`src/hw/acd_params.svh`:
```
// What this block does
// - Modulator clock is selected clock divided by 4 or 16
// - Divider select bit 6, default 512 kHz mode
// - Each channel runs third-order sinc decimator
// - Data-rate code sets one ratio for all
// - Step response settles within three output periods
// - First three outputs withheld after start rising edge
// - Source pin low selects external clock, pin input
// - Source pin high selects oscillator, optional drive
// - Reference buffer powerdown bit selects external reference
// - Reset leaves reference buffer off
// - High reference select picks 4.033 or 2.42 V
// - Ready strobe low on each new sample set
`ifndef ACD_PARAMS_SVH
`define ACD_PARAMS_SVH
// Register byte offsets
`define ACD_OFF_CFG1 12'h000
`define ACD_OFF_CFG2 12'h004
`define ACD_OFF_CFG3 12'h008
`define ACD_OFF_ESTAT 12'h00C
`define ACD_OFF_IRQ_STAT 12'h010
`define ACD_OFF_IRQ_MASK 12'h014
`define ACD_OFF_DATA 12'h018
`define ACD_OFF_STATUS 12'h01C
// Field positions
`define ACD_CFG1_DR_LSB 0
`define ACD_CFG1_CLKOE_BIT 3
`define ACD_CFG2_VREFHI_BIT 5
`define ACD_CFG3_REFPD_BIT 7
`define ACD_ESTAT_DIV_BIT 6
`define ACD_IRQ_READY_BIT 0
`define ACD_IRQ_SETTLED_BIT 1
// Reset values
`define ACD_CFG1_RST 32'h0000_0002
`define ACD_CFG2_RST 32'h0000_0000
`define ACD_CFG3_RST 32'h0000_0080
`define ACD_ESTAT_RST 32'h0000_0000
// Timing counts
`define ACD_DIV_SLOW 4
`define ACD_DIV_FAST 16
`define ACD_SETTLE_PERIODS 3
`endif

```
`src/hw/acd_pkg.sv`:
```
`default_nettype none
package acd_pkg;
  // Start sequencing states
  typedef enum logic [1:0] {ACD_IDLE, ACD_SETTLE, ACD_RUN} acd_state_t;
  // One-channel 16-bit sample
  typedef logic [15:0] acd_sample_t;
endpackage
`default_nettype wire

```
`src/hw/acd_sinc_if.sv`:
```
`default_nettype none
// Signals between the controller and the decimator
interface acd_sinc_if;
  logic mod_tick;      // One modulator sample
  logic [1:0] mod_bit; // Modulator bits per channel
  logic [2:0] log2_n;  // Log2 of the ratio, less one
  logic clear;         // Restart integrators
  logic out_valid;     // Decimated set ready
  logic [31:0] out_data; // Two 16-bit samples
  modport ctrl (output mod_tick, output mod_bit, output log2_n, output clear, input out_valid, input out_data);
  modport filt (input mod_tick, input mod_bit, input log2_n, input clear, output out_valid, output out_data);
endinterface
`default_nettype wire

```
`src/hw/acd_ctrl.sv`:
```
`default_nettype none
`include "acd_params.svh"
// Clock, reference and decimation control for a two-channel converter
module acd_ctrl
  import acd_pkg::*;
#(
  parameter int DR_BASE = 1 // Ratio exponent offset; code 0 gives 2^(4+DR_BASE)
)(
  input wire logic mclk,
  input wire logic srst,
  // AXI4-Lite slave
  input wire logic [11:0] s_axi_awaddr,
  input wire logic s_axi_awvalid,
  output logic s_axi_awready,
  input wire logic [31:0] s_axi_wdata,
  input wire logic [3:0] s_axi_wstrb,
  input wire logic s_axi_wvalid,
  output logic s_axi_wready,
  output logic [1:0] s_axi_bresp,
  output logic s_axi_bvalid,
  input wire logic s_axi_bready,
  input wire logic [11:0] s_axi_araddr,
  input wire logic s_axi_arvalid,
  output logic s_axi_arready,
  output logic [31:0] s_axi_rdata,
  output logic [1:0] s_axi_rresp,
  output logic s_axi_rvalid,
  input wire logic s_axi_rready,
  // Pins and analog controls
  input wire logic clock_source_pin,
  input wire logic start_pin,
  input wire logic ext_clk_in,
  input wire logic osc_clk,
  input wire logic [1:0] mod_bits,
  output logic clk_pin_out,
  output logic clk_pin_oe,
  output logic conversion_ready_n,
  output logic ref_buffer_on,
  output logic high_reference_select,
  output logic irq
);
  initial
  begin
    if (DR_BASE < 0 || DR_BASE > 1) $error("acd_ctrl: DR_BASE must be 0 or 1");
  end
  logic [31:0] cfg1_r, cfg2_r, cfg3_r, estat_r; // Config registers
  logic [1:0] irq_stat_r, irq_mask_r; // Event flags and mask
  logic [31:0] sample_r; // Latest sample set
  logic [1:0] sync_src_r, sync_ext_r, sync_osc_r; // Pin synchronisers
  logic [2:0] sync_start_r; // Start synchroniser plus edge stage
  logic [1:0] sync_mod0_r, sync_mod1_r;
  logic clk_sel; // Selected clock level
  logic clk_prev_r; // For edge detect
  logic [3:0] div_cnt_r; // Modulator divider
  logic [3:0] div_last; // Last divider count
  logic mod_tick;
  acd_state_t state_r;
  logic [1:0] settle_cnt_r; // Output periods seen since start
  logic settled_r; // Three periods after start
  logic ready_n_r;
  logic aw_ok_r, w_ok_r; // Captured write halves
  logic [11:0] aw_addr_r;
  logic [31:0] w_data_r;
  logic [3:0] w_strb_r;
  logic wr_go;
  logic rd_hit;
  logic [31:0] rd_val;
  logic set_ready, set_settled;
  logic [4:0] ratio_sum; // Log2 of ratio, less one, before clamping
  acd_sinc_if sif ();
  // Byte-lane merge for register writes
  function automatic logic [31:0] merge(input logic [31:0] old, input logic [31:0] d, input logic [3:0] s);
    for (int b = 0; b < 4; b++)
      if (s[b]) old[8*b +: 8] = d[8*b +: 8];
    merge = old;
  endfunction
  // Two-stage synchronisers; only the later stages are read
  always_ff @(posedge mclk)
  begin
    sync_src_r <= {sync_src_r[0], clock_source_pin};
    sync_start_r <= {sync_start_r[1:0], start_pin};
    sync_ext_r <= {sync_ext_r[0], ext_clk_in};
    sync_osc_r <= {sync_osc_r[0], osc_clk};
    sync_mod0_r <= {sync_mod0_r[0], mod_bits[0]};
    sync_mod1_r <= {sync_mod1_r[0], mod_bits[1]};
  end
  // low source pin picks the external clock
  // high source pin picks the oscillator
  assign clk_sel = sync_src_r[1] ? sync_osc_r[1] : sync_ext_r[1];
  // drive oscillator out only when enabled
  assign clk_pin_oe = sync_src_r[1] & cfg1_r[`ACD_CFG1_CLKOE_BIT];
  always_ff @(posedge mclk)
  begin
    if (srst)
      clk_pin_out <= 1'b0;
    else
      clk_pin_out <= sync_osc_r[1];
  end
  // divide by 4 or by 16 per divider select
  // divider select from bit 6, default slow
  assign div_last = estat_r[`ACD_ESTAT_DIV_BIT] ? 4'(`ACD_DIV_FAST - 1) : 4'(`ACD_DIV_SLOW - 1);
  assign mod_tick = clk_sel & ~clk_prev_r & (div_cnt_r == div_last);
  // Selected clock edge counter
  always_ff @(posedge mclk)
  begin
    if (srst)
    begin
      clk_prev_r <= 1'b0;
      div_cnt_r <= '0;
    end
    else
    begin
      clk_prev_r <= clk_sel;
      if (clk_sel & ~clk_prev_r)
        div_cnt_r <= (div_cnt_r >= div_last) ? 4'd0 : div_cnt_r + 4'd1;
    end
  end
  // one ratio from the data-rate code for both channels
  // Filter takes log2(N)-1; ratios above 256 clamp to 256
  assign ratio_sum = 5'(cfg1_r[`ACD_CFG1_DR_LSB +: 3]) + 5'(DR_BASE) + 5'd3;
  assign sif.log2_n = (ratio_sum > 5'd7) ? 3'd7 : ratio_sum[2:0];
  assign sif.mod_tick = mod_tick & (state_r != ACD_IDLE);
  assign sif.mod_bit = {sync_mod1_r[1], sync_mod0_r[1]};
  assign sif.clear = (state_r == ACD_IDLE);
  acd_sinc3 #(.ACC_W(32)) u_sinc (
    .mclk(mclk),
    .srst(srst),
    .sif(sif)
  );
  // start edge restarts the filter and waits
  always_ff @(posedge mclk)
  begin
    if (srst)
    begin
      state_r <= ACD_IDLE;
      settle_cnt_r <= '0;
    end
    else
    begin
      unique case (state_r)
        ACD_IDLE:
        begin
          settle_cnt_r <= '0;
          if (sync_start_r[1] & ~sync_start_r[2])
            state_r <= ACD_SETTLE;
        end
        ACD_SETTLE:
        begin
          if (~sync_start_r[1])
            state_r <= ACD_IDLE;
          else if (sif.out_valid)
          begin
            // three output periods before data is trusted
            if (settle_cnt_r == 2'(`ACD_SETTLE_PERIODS - 1))
              state_r <= ACD_RUN;
            settle_cnt_r <= settle_cnt_r + 2'd1;
          end
        end
        ACD_RUN:
        begin
          if (~sync_start_r[1])
            state_r <= ACD_IDLE;
        end
      endcase
    end
  end
  assign set_ready = sif.out_valid & (state_r == ACD_RUN);
  assign set_settled = sif.out_valid & (state_r == ACD_SETTLE) &
    (settle_cnt_r == 2'(`ACD_SETTLE_PERIODS - 1));
  // Sample capture and ready strobe
  always_ff @(posedge mclk)
  begin
    if (srst)
    begin
      sample_r <= '0;
      ready_n_r <= 1'b1;
      settled_r <= 1'b0;
    end
    else
    begin
      // ready low for one cycle per new set
      ready_n_r <= ~set_ready;
      if (set_ready)
        sample_r <= sif.out_data;
      if (state_r == ACD_IDLE)
        settled_r <= 1'b0;
      else if (set_settled)
        settled_r <= 1'b1;
    end
  end
  assign conversion_ready_n = ready_n_r;
  // powerdown bit turns the reference buffer off
  // reset value keeps the buffer off
  assign ref_buffer_on = ~cfg3_r[`ACD_CFG3_REFPD_BIT];
  assign high_reference_select = cfg2_r[`ACD_CFG2_VREFHI_BIT];
  // AXI write channel capture, either order
  assign s_axi_awready = ~aw_ok_r;
  assign s_axi_wready = ~w_ok_r;
  assign wr_go = aw_ok_r & w_ok_r & ~s_axi_bvalid;
  always_ff @(posedge mclk)
  begin
    if (srst)
    begin
      aw_ok_r <= 1'b0;
      w_ok_r <= 1'b0;
      aw_addr_r <= '0;
      w_data_r <= '0;
      w_strb_r <= '0;
      s_axi_bvalid <= 1'b0;
      s_axi_bresp <= 2'b00;
    end
    else
    begin
      if (s_axi_awvalid & s_axi_awready)
      begin
        aw_ok_r <= 1'b1;
        aw_addr_r <= s_axi_awaddr;
      end
      if (s_axi_wvalid & s_axi_wready)
      begin
        w_ok_r <= 1'b1;
        w_data_r <= s_axi_wdata;
        w_strb_r <= s_axi_wstrb;
      end
      if (wr_go)
      begin
        s_axi_bvalid <= 1'b1;
        s_axi_bresp <= (aw_addr_r > `ACD_OFF_STATUS || aw_addr_r[1:0] != 2'b00) ? 2'b10 : 2'b00;
      end
      else if (s_axi_bvalid & s_axi_bready)
      begin
        s_axi_bvalid <= 1'b0;
        aw_ok_r <= 1'b0;
        w_ok_r <= 1'b0;
      end
    end
  end
  // Register writes
  always_ff @(posedge mclk)
  begin
    if (srst)
    begin
      cfg1_r <= `ACD_CFG1_RST;
      cfg2_r <= `ACD_CFG2_RST;
      cfg3_r <= `ACD_CFG3_RST;
      estat_r <= `ACD_ESTAT_RST;
      irq_mask_r <= '0;
    end
    else if (wr_go)
    begin
      unique case (aw_addr_r)
        `ACD_OFF_CFG1: cfg1_r <= merge(cfg1_r, w_data_r, w_strb_r) & 32'h0000_00FF;
        `ACD_OFF_CFG2: cfg2_r <= merge(cfg2_r, w_data_r, w_strb_r) & 32'h0000_00FF;
        `ACD_OFF_CFG3: cfg3_r <= merge(cfg3_r, w_data_r, w_strb_r) & 32'h0000_00FF;
        `ACD_OFF_ESTAT: estat_r <= merge(estat_r, w_data_r, w_strb_r) & 32'h0000_0040;
        `ACD_OFF_IRQ_MASK: irq_mask_r <= w_strb_r[0] ? w_data_r[1:0] : irq_mask_r;
        default: ;
      endcase
    end
  end
  // Sticky event flags; a new event wins over a clear
  always_ff @(posedge mclk)
  begin
    if (srst)
      irq_stat_r <= '0;
    else
    begin
      if (wr_go && aw_addr_r == `ACD_OFF_IRQ_STAT && w_strb_r[0])
        irq_stat_r <= irq_stat_r & ~w_data_r[1:0] | {set_settled, set_ready};
      else
        irq_stat_r <= irq_stat_r | {set_settled, set_ready};
    end
  end
  assign irq = |(irq_stat_r & irq_mask_r);
  // Read decode
  always_comb
  begin
    rd_hit = 1'b1;
    unique case (s_axi_araddr)
      `ACD_OFF_CFG1: rd_val = cfg1_r;
      `ACD_OFF_CFG2: rd_val = cfg2_r;
      `ACD_OFF_CFG3: rd_val = cfg3_r;
      `ACD_OFF_ESTAT: rd_val = estat_r;
      `ACD_OFF_IRQ_STAT: rd_val = {30'h0, irq_stat_r};
      `ACD_OFF_IRQ_MASK: rd_val = {30'h0, irq_mask_r};
      `ACD_OFF_DATA: rd_val = sample_r;
      `ACD_OFF_STATUS: rd_val = {28'h0, clk_pin_oe, sync_src_r[1], settled_r, state_r != ACD_IDLE};
      default:
      begin
        rd_val = '0;
        rd_hit = 1'b0;
      end
    endcase
  end
  assign s_axi_arready = ~s_axi_rvalid;
  // Read response register
  always_ff @(posedge mclk)
  begin
    if (srst)
    begin
      s_axi_rvalid <= 1'b0;
      s_axi_rdata <= '0;
      s_axi_rresp <= 2'b00;
    end
    else if (s_axi_arvalid & s_axi_arready)
    begin
      s_axi_rvalid <= 1'b1;
      s_axi_rdata <= rd_val;
      s_axi_rresp <= rd_hit ? 2'b00 : 2'b10;
    end
    else if (s_axi_rready)
      s_axi_rvalid <= 1'b0;
  end
endmodule // acd_ctrl
`default_nettype wire

```
`src/hw/acd_sinc3.sv`:
```
`default_nettype none
// Third-order sinc decimator, two channels, shared ratio
module acd_sinc3
  import acd_pkg::*;
#(
  parameter int ACC_W = 32
)(
  input wire logic mclk,
  input wire logic srst,
  acd_sinc_if.filt sif
);
  initial
  begin
    if (ACC_W < 25) $error("acd_sinc3: ACC_W too small for N up to 256");
  end
  logic [ACC_W-1:0] i1_r [2]; // Integrators
  logic [ACC_W-1:0] i2_r [2];
  logic [ACC_W-1:0] i3_r [2];
  logic [ACC_W-1:0] d1_r [2]; // Comb delays
  logic [ACC_W-1:0] d2_r [2];
  logic [ACC_W-1:0] d3_r [2];
  logic [8:0] phase_r; // Position inside one output period
  logic [8:0] n_last; // Last phase of a period
  logic valid_r;
  logic [31:0] data_r;
  logic [ACC_W-1:0] c1_w [2]; // Comb stage results
  logic [ACC_W-1:0] c2_w [2];
  logic [ACC_W-1:0] c3_w [2];
  // Scale a comb result to a signed 16-bit sample
  function automatic acd_sample_t scale(input logic [ACC_W-1:0] v, input logic [2:0] l2);
    logic [ACC_W-1:0] s;
    s = v >> (3 * (l2 + 3'd1));
    scale = s[15:0] ^ 16'h8000;
  endfunction
  assign n_last = 9'((1 << (l2_plus1(sif.log2_n))) - 1);
  function automatic logic [3:0] l2_plus1(input logic [2:0] l2);
    l2_plus1 = {1'b0, l2} + 4'h1;
  endfunction
  // Comb differences against the delays held from the last output
  always_comb
  begin
    for (int k = 0; k < 2; k++)
    begin
      c1_w[k] = i3_r[k] - d1_r[k];
      c2_w[k] = c1_w[k] - d2_r[k];
      c3_w[k] = c2_w[k] - d3_r[k];
    end
  end
  // integrators, phase count and combs per channel
  always_ff @(posedge mclk)
  begin
    if (srst || sif.clear)
    begin
      for (int k = 0; k < 2; k++)
      begin
        i1_r[k] <= '0; i2_r[k] <= '0; i3_r[k] <= '0;
        d1_r[k] <= '0; d2_r[k] <= '0; d3_r[k] <= '0;
      end
      phase_r <= '0;
      valid_r <= 1'b0;
      data_r <= '0;
    end
    else
    begin
      valid_r <= 1'b0;
      if (sif.mod_tick)
      begin
        for (int k = 0; k < 2; k++)
        begin
          i1_r[k] <= i1_r[k] + ACC_W'(sif.mod_bit[k]);
          i2_r[k] <= i2_r[k] + i1_r[k];
          i3_r[k] <= i3_r[k] + i2_r[k];
        end
        // one output per N modulator samples
        if (phase_r >= n_last)
        begin
          phase_r <= '0;
          for (int k = 0; k < 2; k++)
          begin
            d1_r[k] <= i3_r[k];
            d2_r[k] <= c1_w[k];
            d3_r[k] <= c2_w[k];
            data_r[16*k +: 16] <= scale(c3_w[k], sif.log2_n);
          end
          valid_r <= 1'b1;
        end
        else
        begin
          phase_r <= phase_r + 9'd1;
        end
      end
    end
  end
  assign sif.out_valid = valid_r;
  assign sif.out_data = data_r;
endmodule // acd_sinc3
`default_nettype wire

```
`config.mk`:
```
export PLATFORM = sky130hd
export DESIGN_NAME = acd_ctrl
export DESIGN_NICKNAME = d
export VERILOG_FILES = /design/src/hw/acd_pkg.sv /design/src/hw/acd_sinc_if.sv /design/src/hw/acd_ctrl.sv /design/src/hw/acd_sinc3.sv
export VERILOG_INCLUDE_DIRS = /design/src /design/src/hw
export SDC_FILE = /design/constraint.sdc
export NUM_CORES = 1
export LEC_CHECK = 0
export BUFFER_PORTS_ARGS = -buffer_cell sky130_fd_sc_hd__buf_2
export CAP_MARGIN = 20
export CORE_MARGIN = 5
export CORE_UTILIZATION = 70
export CTS_BUF_LIST = sky130_fd_sc_hd__clkbuf_4 sky130_fd_sc_hd__clkbuf_8
export CTS_CLUSTER_DIAMETER = 40
export DETAILED_ROUTE_END_ITERATION = 7
export PLACE_DENSITY = 0.88
export RECOVER_POWER = 50
export SLEW_MARGIN = 20
export SYNTH_ARGS = -nofsm -noshare
export SYNTH_HDL_FRONTEND = slang
export SYNTH_SLANG_ARGS = --single-unit
```
`constraint.sdc`:
```
create_clock -name mclk -period 19.8 [get_ports mclk]
set_input_delay 5.94 -clock mclk [delete_from_list [all_inputs] [get_ports mclk]]
set_output_delay 5.94 -clock mclk [all_outputs]
set_load 0.01 [all_outputs]
```
# After elaboration in Yosys (flattened, before gate mapping)
# Memory sizes are Yosys's and may differ from the RTL's.
# Cells that the tools add are included.
dict set report classes {
  addsub 20
  mul 1
  order_cmp 4
  n_eq_ne 22
  n_shift 3
  mux 50
  bitwise 41
  n_reduce_logical 23
}
# op count
set ops {}
lappend ops {{$mux W32} 12}
lappend ops {{$pmux W32 S8} 1}
lappend ops {{$sub A32 B32 Y32} 6}
lappend ops {{$add A32 B32 Y32} 4}
lappend ops {{$eq A12 B5 Y1 const B} 6}
lappend ops {{$add A32 B1 Y32} 2}
lappend ops {{$shr A32 B32 Y16} 2}
lappend ops {{$eq A12 B4 Y1 const B} 4}
lappend ops {{$mul A2 B32 Y32 const A} 1}
lappend ops {{$eq A12 B3 Y1 const B} 2}
lappend ops {{$logic_not A12 Y1} 2}
lappend ops {{$mux W1} 21}
lappend ops {{$mux W2} 10}
lappend ops {{$reduce_and A3 Y1} 6}
lappend ops {{$and A1 B1 Y1} 14}
lappend ops {{$add A3 B1 Y4 const B} 3}
lappend ops {{$gt A12 B5 Y1 const B} 1}
lappend ops {{$or A1 B1 Y1} 12}
lappend ops {{$not A1 Y1} 10}
lappend ops {{$reduce_bool A2 Y1} 5}
lappend ops {{$add A9 B1 Y9 const B} 1}
lappend ops {{$ge A9 B9 Y1} 1}
lappend ops {{$mux W9} 1}
lappend ops {{$shl A1 B4 Y9 const A} 1}
lappend ops {{other kinds (27)} 36}
dict set report totals {
  regBits 189
  mem_bits_rw 384
  output_inout_bits 47
  memories 6
}
# name words word_bits read_ports rd_clocked_by_memory_dff write_ports line
set memory_table {}
lappend memory_table {u_sinc.d1_r 2 32 2 0 2 acd_sinc3.sv:19} ;# logic [ACC_W-1:0] d1_r [2];
lappend memory_table {u_sinc.d2_r 2 32 2 0 2 acd_sinc3.sv:20} ;# logic [ACC_W-1:0] d2_r [2];
lappend memory_table {u_sinc.d3_r 2 32 2 0 2 acd_sinc3.sv:21} ;# logic [ACC_W-1:0] d3_r [2];
lappend memory_table {u_sinc.i1_r 2 32 2 0 2 acd_sinc3.sv:16} ;# logic [ACC_W-1:0] i1_r [2];
lappend memory_table {u_sinc.i2_r 2 32 2 0 2 acd_sinc3.sv:17} ;# logic [ACC_W-1:0] i2_r [2];
lappend memory_table {u_sinc.i3_r 2 32 2 0 2 acd_sinc3.sv:18} ;# logic [ACC_W-1:0] i3_r [2];

# Longest topological paths before layout
# Gate-level depths: netlist of the first run.
dict set report depth {
  word_depth 13
  ltp_mapped 37
  ltp_nobuf 37
}

# Cells and area by module
# A second synthesis of the first run with hierarchy kept.
dict set report hier_totals {
  hier_cells 4570
  hier_area_um2 41054.4
}
# module instances cells_per_inst area_per_inst_um2 seq_area_each_um2
set by_module_without_submodules {}
lappend by_module_without_submodules {acd_sinc3 1 3957 35502.8 12371.9}
lappend by_module_without_submodules {acd_ctrl 1 613 5551.6 2902.8}

# Worst setup path after synthesis of the first run
# Ideal clock, no wire load.
dict set report synth_path {
  path_type {input-to-reg}
  from {input srst}
  to {memory u_sinc.d1_r[0][0] (enable)}
  setup_ns 1.725
  arrival_time_ns 10.491
  required_ns 18.075
  slack_ns 7.584
  stages 5
  n_path_buf 2
  path_cell_list {nor2_1 o21a_1 clkbuf_1 buf_1 clkinv_1}
}
# item line
set synth_rtl {}
lappend synth_rtl {{start: declaration} acd_ctrl.sv:10} ;# input wire logic srst,
lappend synth_rtl {{end: declaration} acd_sinc3.sv:19}

==> results of run 1 <==
report_power, final:
| group | internal [mW] | leakage [nW] | total, mW | switching [mW] |
|---|---|---|---|---|
| clock network | 0.654 | 1.17 | 1.18 | 0.526 |
| registers | 1.37 | 6.00 | 1.43 | 0.0612 |
| logic | 2.07 | 10.8 | 5.28 | 3.21 |
through the flow:
step	worst slack [ps]	hold WS, ps	total power [mW]	std cells	utilization
detailed placement	10890	313	6.57	5102	0.723
floorplan	7580	310	5.47	4396	-
CTS	11630	326	7.79	5295	0.762
global placement	10930	311	6.47	5102	0.723
finish	6750	324	7.89	5297	0.761
global route	6040	334	8.51	5297	0.761
logic make-up (layout without fill, tap and decap cells):
family                   count (synthesis)  in the layout  synth area share
AND/OR/NAND/NOR                       1481           1481             0.180
adder cells (fa/ha/maj)                349            349             0.112
multiplexers                            63             63            0.0171
other                                    2              6          0.000190
flip-flops                             571            571             0.386
AO/OA/AOI/OAI                         1137           1137             0.188
XOR/XNOR                               328            328            0.0729
buffers and inverters                  462            606            0.0441
how the worst min path moves through the flow:
stage                         from             end  slack [ps]  cells past startpoint
floorplan            sync_ext_r[0]   sync_ext_r[1]         310                      0
global placement     sync_osc_r[0]   sync_osc_r[1]         310                      0
detailed placement  sync_mod0_r[0]  sync_mod0_r[1]         310                      0
CTS                  sync_src_r[0]   sync_src_r[1]         330                      0
global route         sync_ext_r[0]   sync_ext_r[1]         330                      0
finish               sync_src_r[0]   sync_src_r[1]         320                      0
layout make-up:
class,instances,area share
Sequential cell,571,0.357
Tap cell,756,0.0221
Antenna cell,1,0.0000585
Multi-Input combinational cell,3363,0.529
Inverter,299,0.0263
Timing Repair Buffer,114,0.0137
Clock inverter,54,0.00998
Clock buffer,139,0.0414
sequential cells by signal, summed over array words and instances, names as in the netlist, 3 cells and up:
name,count
aw_addr_r,12
cfg1_r,8
cfg2_r,8
cfg3_r,8
div_cnt_r,4
s_axi_rdata,32
sample_r,32
sync_start_r,3
u_sinc.d1_r,64
u_sinc.d2_r,64
u_sinc.d3_r,64
u_sinc.i1_r,64
u_sinc.i2_r,64
u_sinc.i3_r,64
u_sinc.phase_r,9
u_sinc.sif.out_data,32
w_data_r,8
critical path: cells and delay by family:
kind            cells  cell delay (ps)
simple gates        1              550
buf+inv             4             6580
compound gates      1              190
layer usage:
metal,track usage,share of wire
met5,0,0.00022
met4,0.109,0.034
met3,0.0395,0.064
met2,0.484,0.47
met1,0.382,0.44
placed cells by master (no fill, tap or decap), drive strengths merged, types with 12 or more instances in the layout:
master,count
a21o,144
a211o,17
ha,339
buf,64
or3,36
nor3b,18
a211oi,35
and2,93
a31oi,42
a21boi,14
nand2b,42
a21oi,350
nor3,81
nor2,444
nand3,98
clkbuf,189
mux2i,53
clkinv,39
xnor2,182
dfxtp,187
nand4,37
and3,165
o21bai,45
inv,306
edfxtp,384
o31ai,22
a22oi,35
nor2b,47
nand2,368
o211ai,36
o21ai,187
o21a,57
o2111ai,12
or2,12
xor2,145
==> impl_metrics.yaml, run 1 <==
run_status:
  outcome: "finished, violations left"
  violations: "max-capacitance violations, max-slew violations"
floorplan:
  fp.dieW_um: 248
  die-area_um2: 61400
  ios: 120
  core_um2: 56200
  die_h_um: 248
  rows: 87
  start_util: 0.705
cts:
  cts.path.max_buffers: 3
  insertion_delay_ps: 740
  htree_levels: 3
  cts_tree: "yes"
  root_buffer: "clkbuf_8"
  clock-sinks: 571
  cts_setup_buffers: 0
  postCtsHoldBufs: 0
  post_cts_resized: 0
  clkTransAtPathRegs_ps: 60
  cts_buffers: 106
synthesis:
  yosysMostFrequentCell: "nor2_1"
  synth-seq-area-share: 0.386
  synth_top_area_frac: 0.291
  synth_top_area_cell: "edfxtp_1"
  synth_async_sr_flop_share: 0
  synth_edf_count: 384
  ys_seq_elements: 571
  ys_top_cells_by_area: "edfxtp_1, ha_1, dfxtp_1, a21oi_1, nor2_1"
  syn_area_per_cell_um2: 9.01
  synth_flop_cell: "edfxtp_1"
  synth_commonest_cells: "nor2_1, edfxtp_1, nand2_1, a21oi_1, ha_1"
  syn-cell-area_um2: 39600
  syn-instance-count: 4393
  ys.warnings.count: 0
  ys_types: 93
critical_path:
  startpoint: "srst"
  reg2reg_depth: 19
  required_ps: 20100
  max_stage_delay_ps: 3860
  critPathMaxFanout: 116
  rrSetupSlack_ps: 8370
  r2r-end: "u_sinc.d1_r[0][23]"
  crit_top_cell: "buf_4"
  critPathArrivalTime_ps: 13350
  path_cells: "clkbuf_1 > nor2_1 > o21a_1 > buf_4 > clkinvlp_2 > buf_4"
  crit_slowest_cell: "clkinvlp_2"
  path_class: "in -> reg"
  endpoint: "u_sinc.d1_r[0][23]"
  r2r-start: "cfg1_r[2]"
  cp-start-kind: "input pin"
  end_kind: "register"
placed_design:
  gp_congestion: 0.921
  port-buffer-count: 90
  dpl-instance-area_um2: 40600
  hpwl_um: 62700
sta:
  rsz0062_at_grt: "false"
  tightest_slew_ps: 5060
  slew_headroom: -2.39
  finalHoldViolCount: 0
  max_freq_mhz: 76.6
  fin_skew_ps: 45.5
  setup_tns_ps: 0
  setup_viol: 0
  slew_violations: 515
  fin_crit_ps: 13050
  period_share: 0.659
layout:
  multi_input_area_um2: 22600
  fillers: 3871
  drive_gt1_frac: 0.0652
  finalInstanceArea_um2: 42700
  regArea_um2: 15300
  syn2layout_area_growth_pct: 7.95
  fin_nets: 4877
power:
  ir_worst_vdd_uv: 147
  p_per_area_nw_per_um2: 185
  p_leak_nw: 18.0
route:
  drt-initial-drc-count: 2661
  viasPerCell: 6.19
  drcViolationCount: 0
  post_drt_wl_per_cell_um: 17.2
  first_pass_iters: 6
  wl_um: 90900
  num_vias: 32800
  drtAntennaViolNets: 0
global_route:
  grt_start_max_net_pins: 174
  grt_pass1_wl_um: 150000
  grt.total_usage: 0.288
  grt_pass1_vias: 31400
  grt_overflow: 0
  antenna_found_initial: 2
job:
  drv_cap: 7
hold_path:
  holdCritPathClass: "reg -> reg"
Note: power is estimated with default switching activity, not from simulation.
==> run 2, diff against run 1 <==
- CORE_UTILIZATION: 70 -> 59
- PLACE_DENSITY: 0.88 -> 0.79
- clock period: 19.8 -> 11.9 ns (I/O delays scaled with it)
==> impl_metrics.yaml, run 2 (same netlist as run 1, synthesis figures left out) <==
sta:
  max_freq_mhz: 109
  finalHoldViolCount: 0
  whs_ps: 321
  slew_violations: 599
  fin_crit_ps: 9150
  tightest_slew_ps: 4480
  rsz0062_at_grt: "false"
  setup_ws_ps: 2750
  setup_viol: 0
  setup_tns_ps: 0
  fin_skew_ps: 21.7
  slew_headroom: -1.99
  period_share: 0.769
cts:
  root_buffer: "clkbuf_8"
  cts_tree: "yes"
  clock-sinks: 571
  htree_levels: 3
  insertion_delay_ps: 700
  cts.path.max_buffers: 3
  postCtsHoldBufs: 0
  cts_setup_buffers: 0
  cts_buffers: 104
  clkTransAtPathRegs_ps: 60
  post_cts_resized: 0
global_route:
  antenna_found_initial: 1
  grt_pass1_wl_um: 144000
  grt_start_max_net_pins: 125
  grt.total_usage: 0.234
  grt_overflow: 0
  grt_pass1_vias: 30100
power:
  p_int_mw: 6.91
  p_comb_frac: 0.665
  p_seq_frac: 0.182
  ir_worst_vdd_uv: 228
  p_clk_frac: 0.153
  finalPower_mw: 13.1
  p_leak_nw: 18.0
  p_per_area_nw_per_um2: 305
  p_sw_mw: 6.20
  switching_share: 0.473
route:
  drcViolationCount: 0
  wl_met2_um: 39300
  wl_met1_um: 39900
  maxUsedRoutingLayer: "met4"
  post_drt_wl_per_cell_um: 15.9
  first_pass_iters: 6
  wl_um: 86000
  drtAntennaViolNets: 0
  viasPerCell: 5.83
  num_vias: 31500
  drt-initial-drc-count: 2105
  wl_met3_um: 4100
layout:
  final_cells: 5409
  layout_common_cells: "nor2_1, edfxtp_1, nand2_1"
  fin_util: 0.642
  final_common_cell: "nor2_1"
  fin_nets: 4876
  finalInstanceArea_um2: 42900
  drive_gt1_frac: 0.0631
  syn2layout_area_growth_pct: 8.43
floorplan:
  core_um2: 66900
  start_util: 0.592
  fp.dieW_um: 269
  rows: 95
  ios: 120
  die_h_um: 269
  die-area_um2: 72400
hold_path:
  worstHoldPathCells: 0
  holdCritPathClass: "reg -> reg"
placed_design:
  dp_cells: 5221
  hpwl_um: 62200
  port-buffer-count: 90
  gp_congestion: 0.947
  dpl-instance-area_um2: 40800
  dp_slack_ps: 3900
run_status:
  outcome: "finished, violations left"
  violations: "max-capacitance violations, max-slew violations"
critical_path:
  path_class: "in -> reg"
  end_kind: "register"
  required_ps: 12090
  cp-start-kind: "input pin"
  reg2reg_depth: 37
  critPathMaxFanout: 88
  critPathArrivalTime_ps: 9340
job:
  drv_cap: 8
-- run 2: final cells by class --
| cell class | count | area [um2] |
|---|---|---|
| Fill cell | 5431 | 24000 |
| Timing Repair Buffer | 115 | 554 |
| Antenna cell | 1 | 2.50 |
| Tap cell | 873 | 1090 |
| Clock inverter | 46 | 505 |
| Multi-Input combinational cell | 3363 | 22600 |
| Clock buffer | 141 | 1770 |
| Inverter | 299 | 1130 |
| Sequential cell | 571 | 15300 |
-- run 2: path summary, 6_finish.rpt --
| kind | startpoint | end | slack (ps) |
|---|---|---|---|
| worst max-delay path | srst | u_sinc.i2_r[0][37] | 2750 |
| worst min-delay path | sync_mod1_r[0] | sync_mod1_r[1] | 320 |
| worst max register to register | u_sinc.i3_r[0][0] | u_sinc.sif.out_data[5] | 3850 |
| worst min register to register | sync_mod1_r[0] | sync_mod1_r[1] | 320 |
-- run 2: worst max-delay path, cell delays in order --
cell and delay, ps:
clkbuf_1 1220, nor2_1 350, nand2_1 900, clkbuf_1 3180
-- run 2: routing by layer --
layer | up-vias | GRT usage
met4 | 0 | 0.0836
met1 | 14600 | 0.317
li1 | 16000 | -
met2 | 744 | 0.387
met5 | - | 0
met3 | 188 | 0.0314
-- run 2: power by group through the flow --
stage	combinational, mW	sequential, mW	clock (mW)
floorplan	6.70	2.40	0
finish	8.72	2.38	2.01
detailed placement	8.54	2.41	0
global placement	8.45	2.40	0
global route	9.66	2.40	2.16
CTS	8.60	2.37	2.05
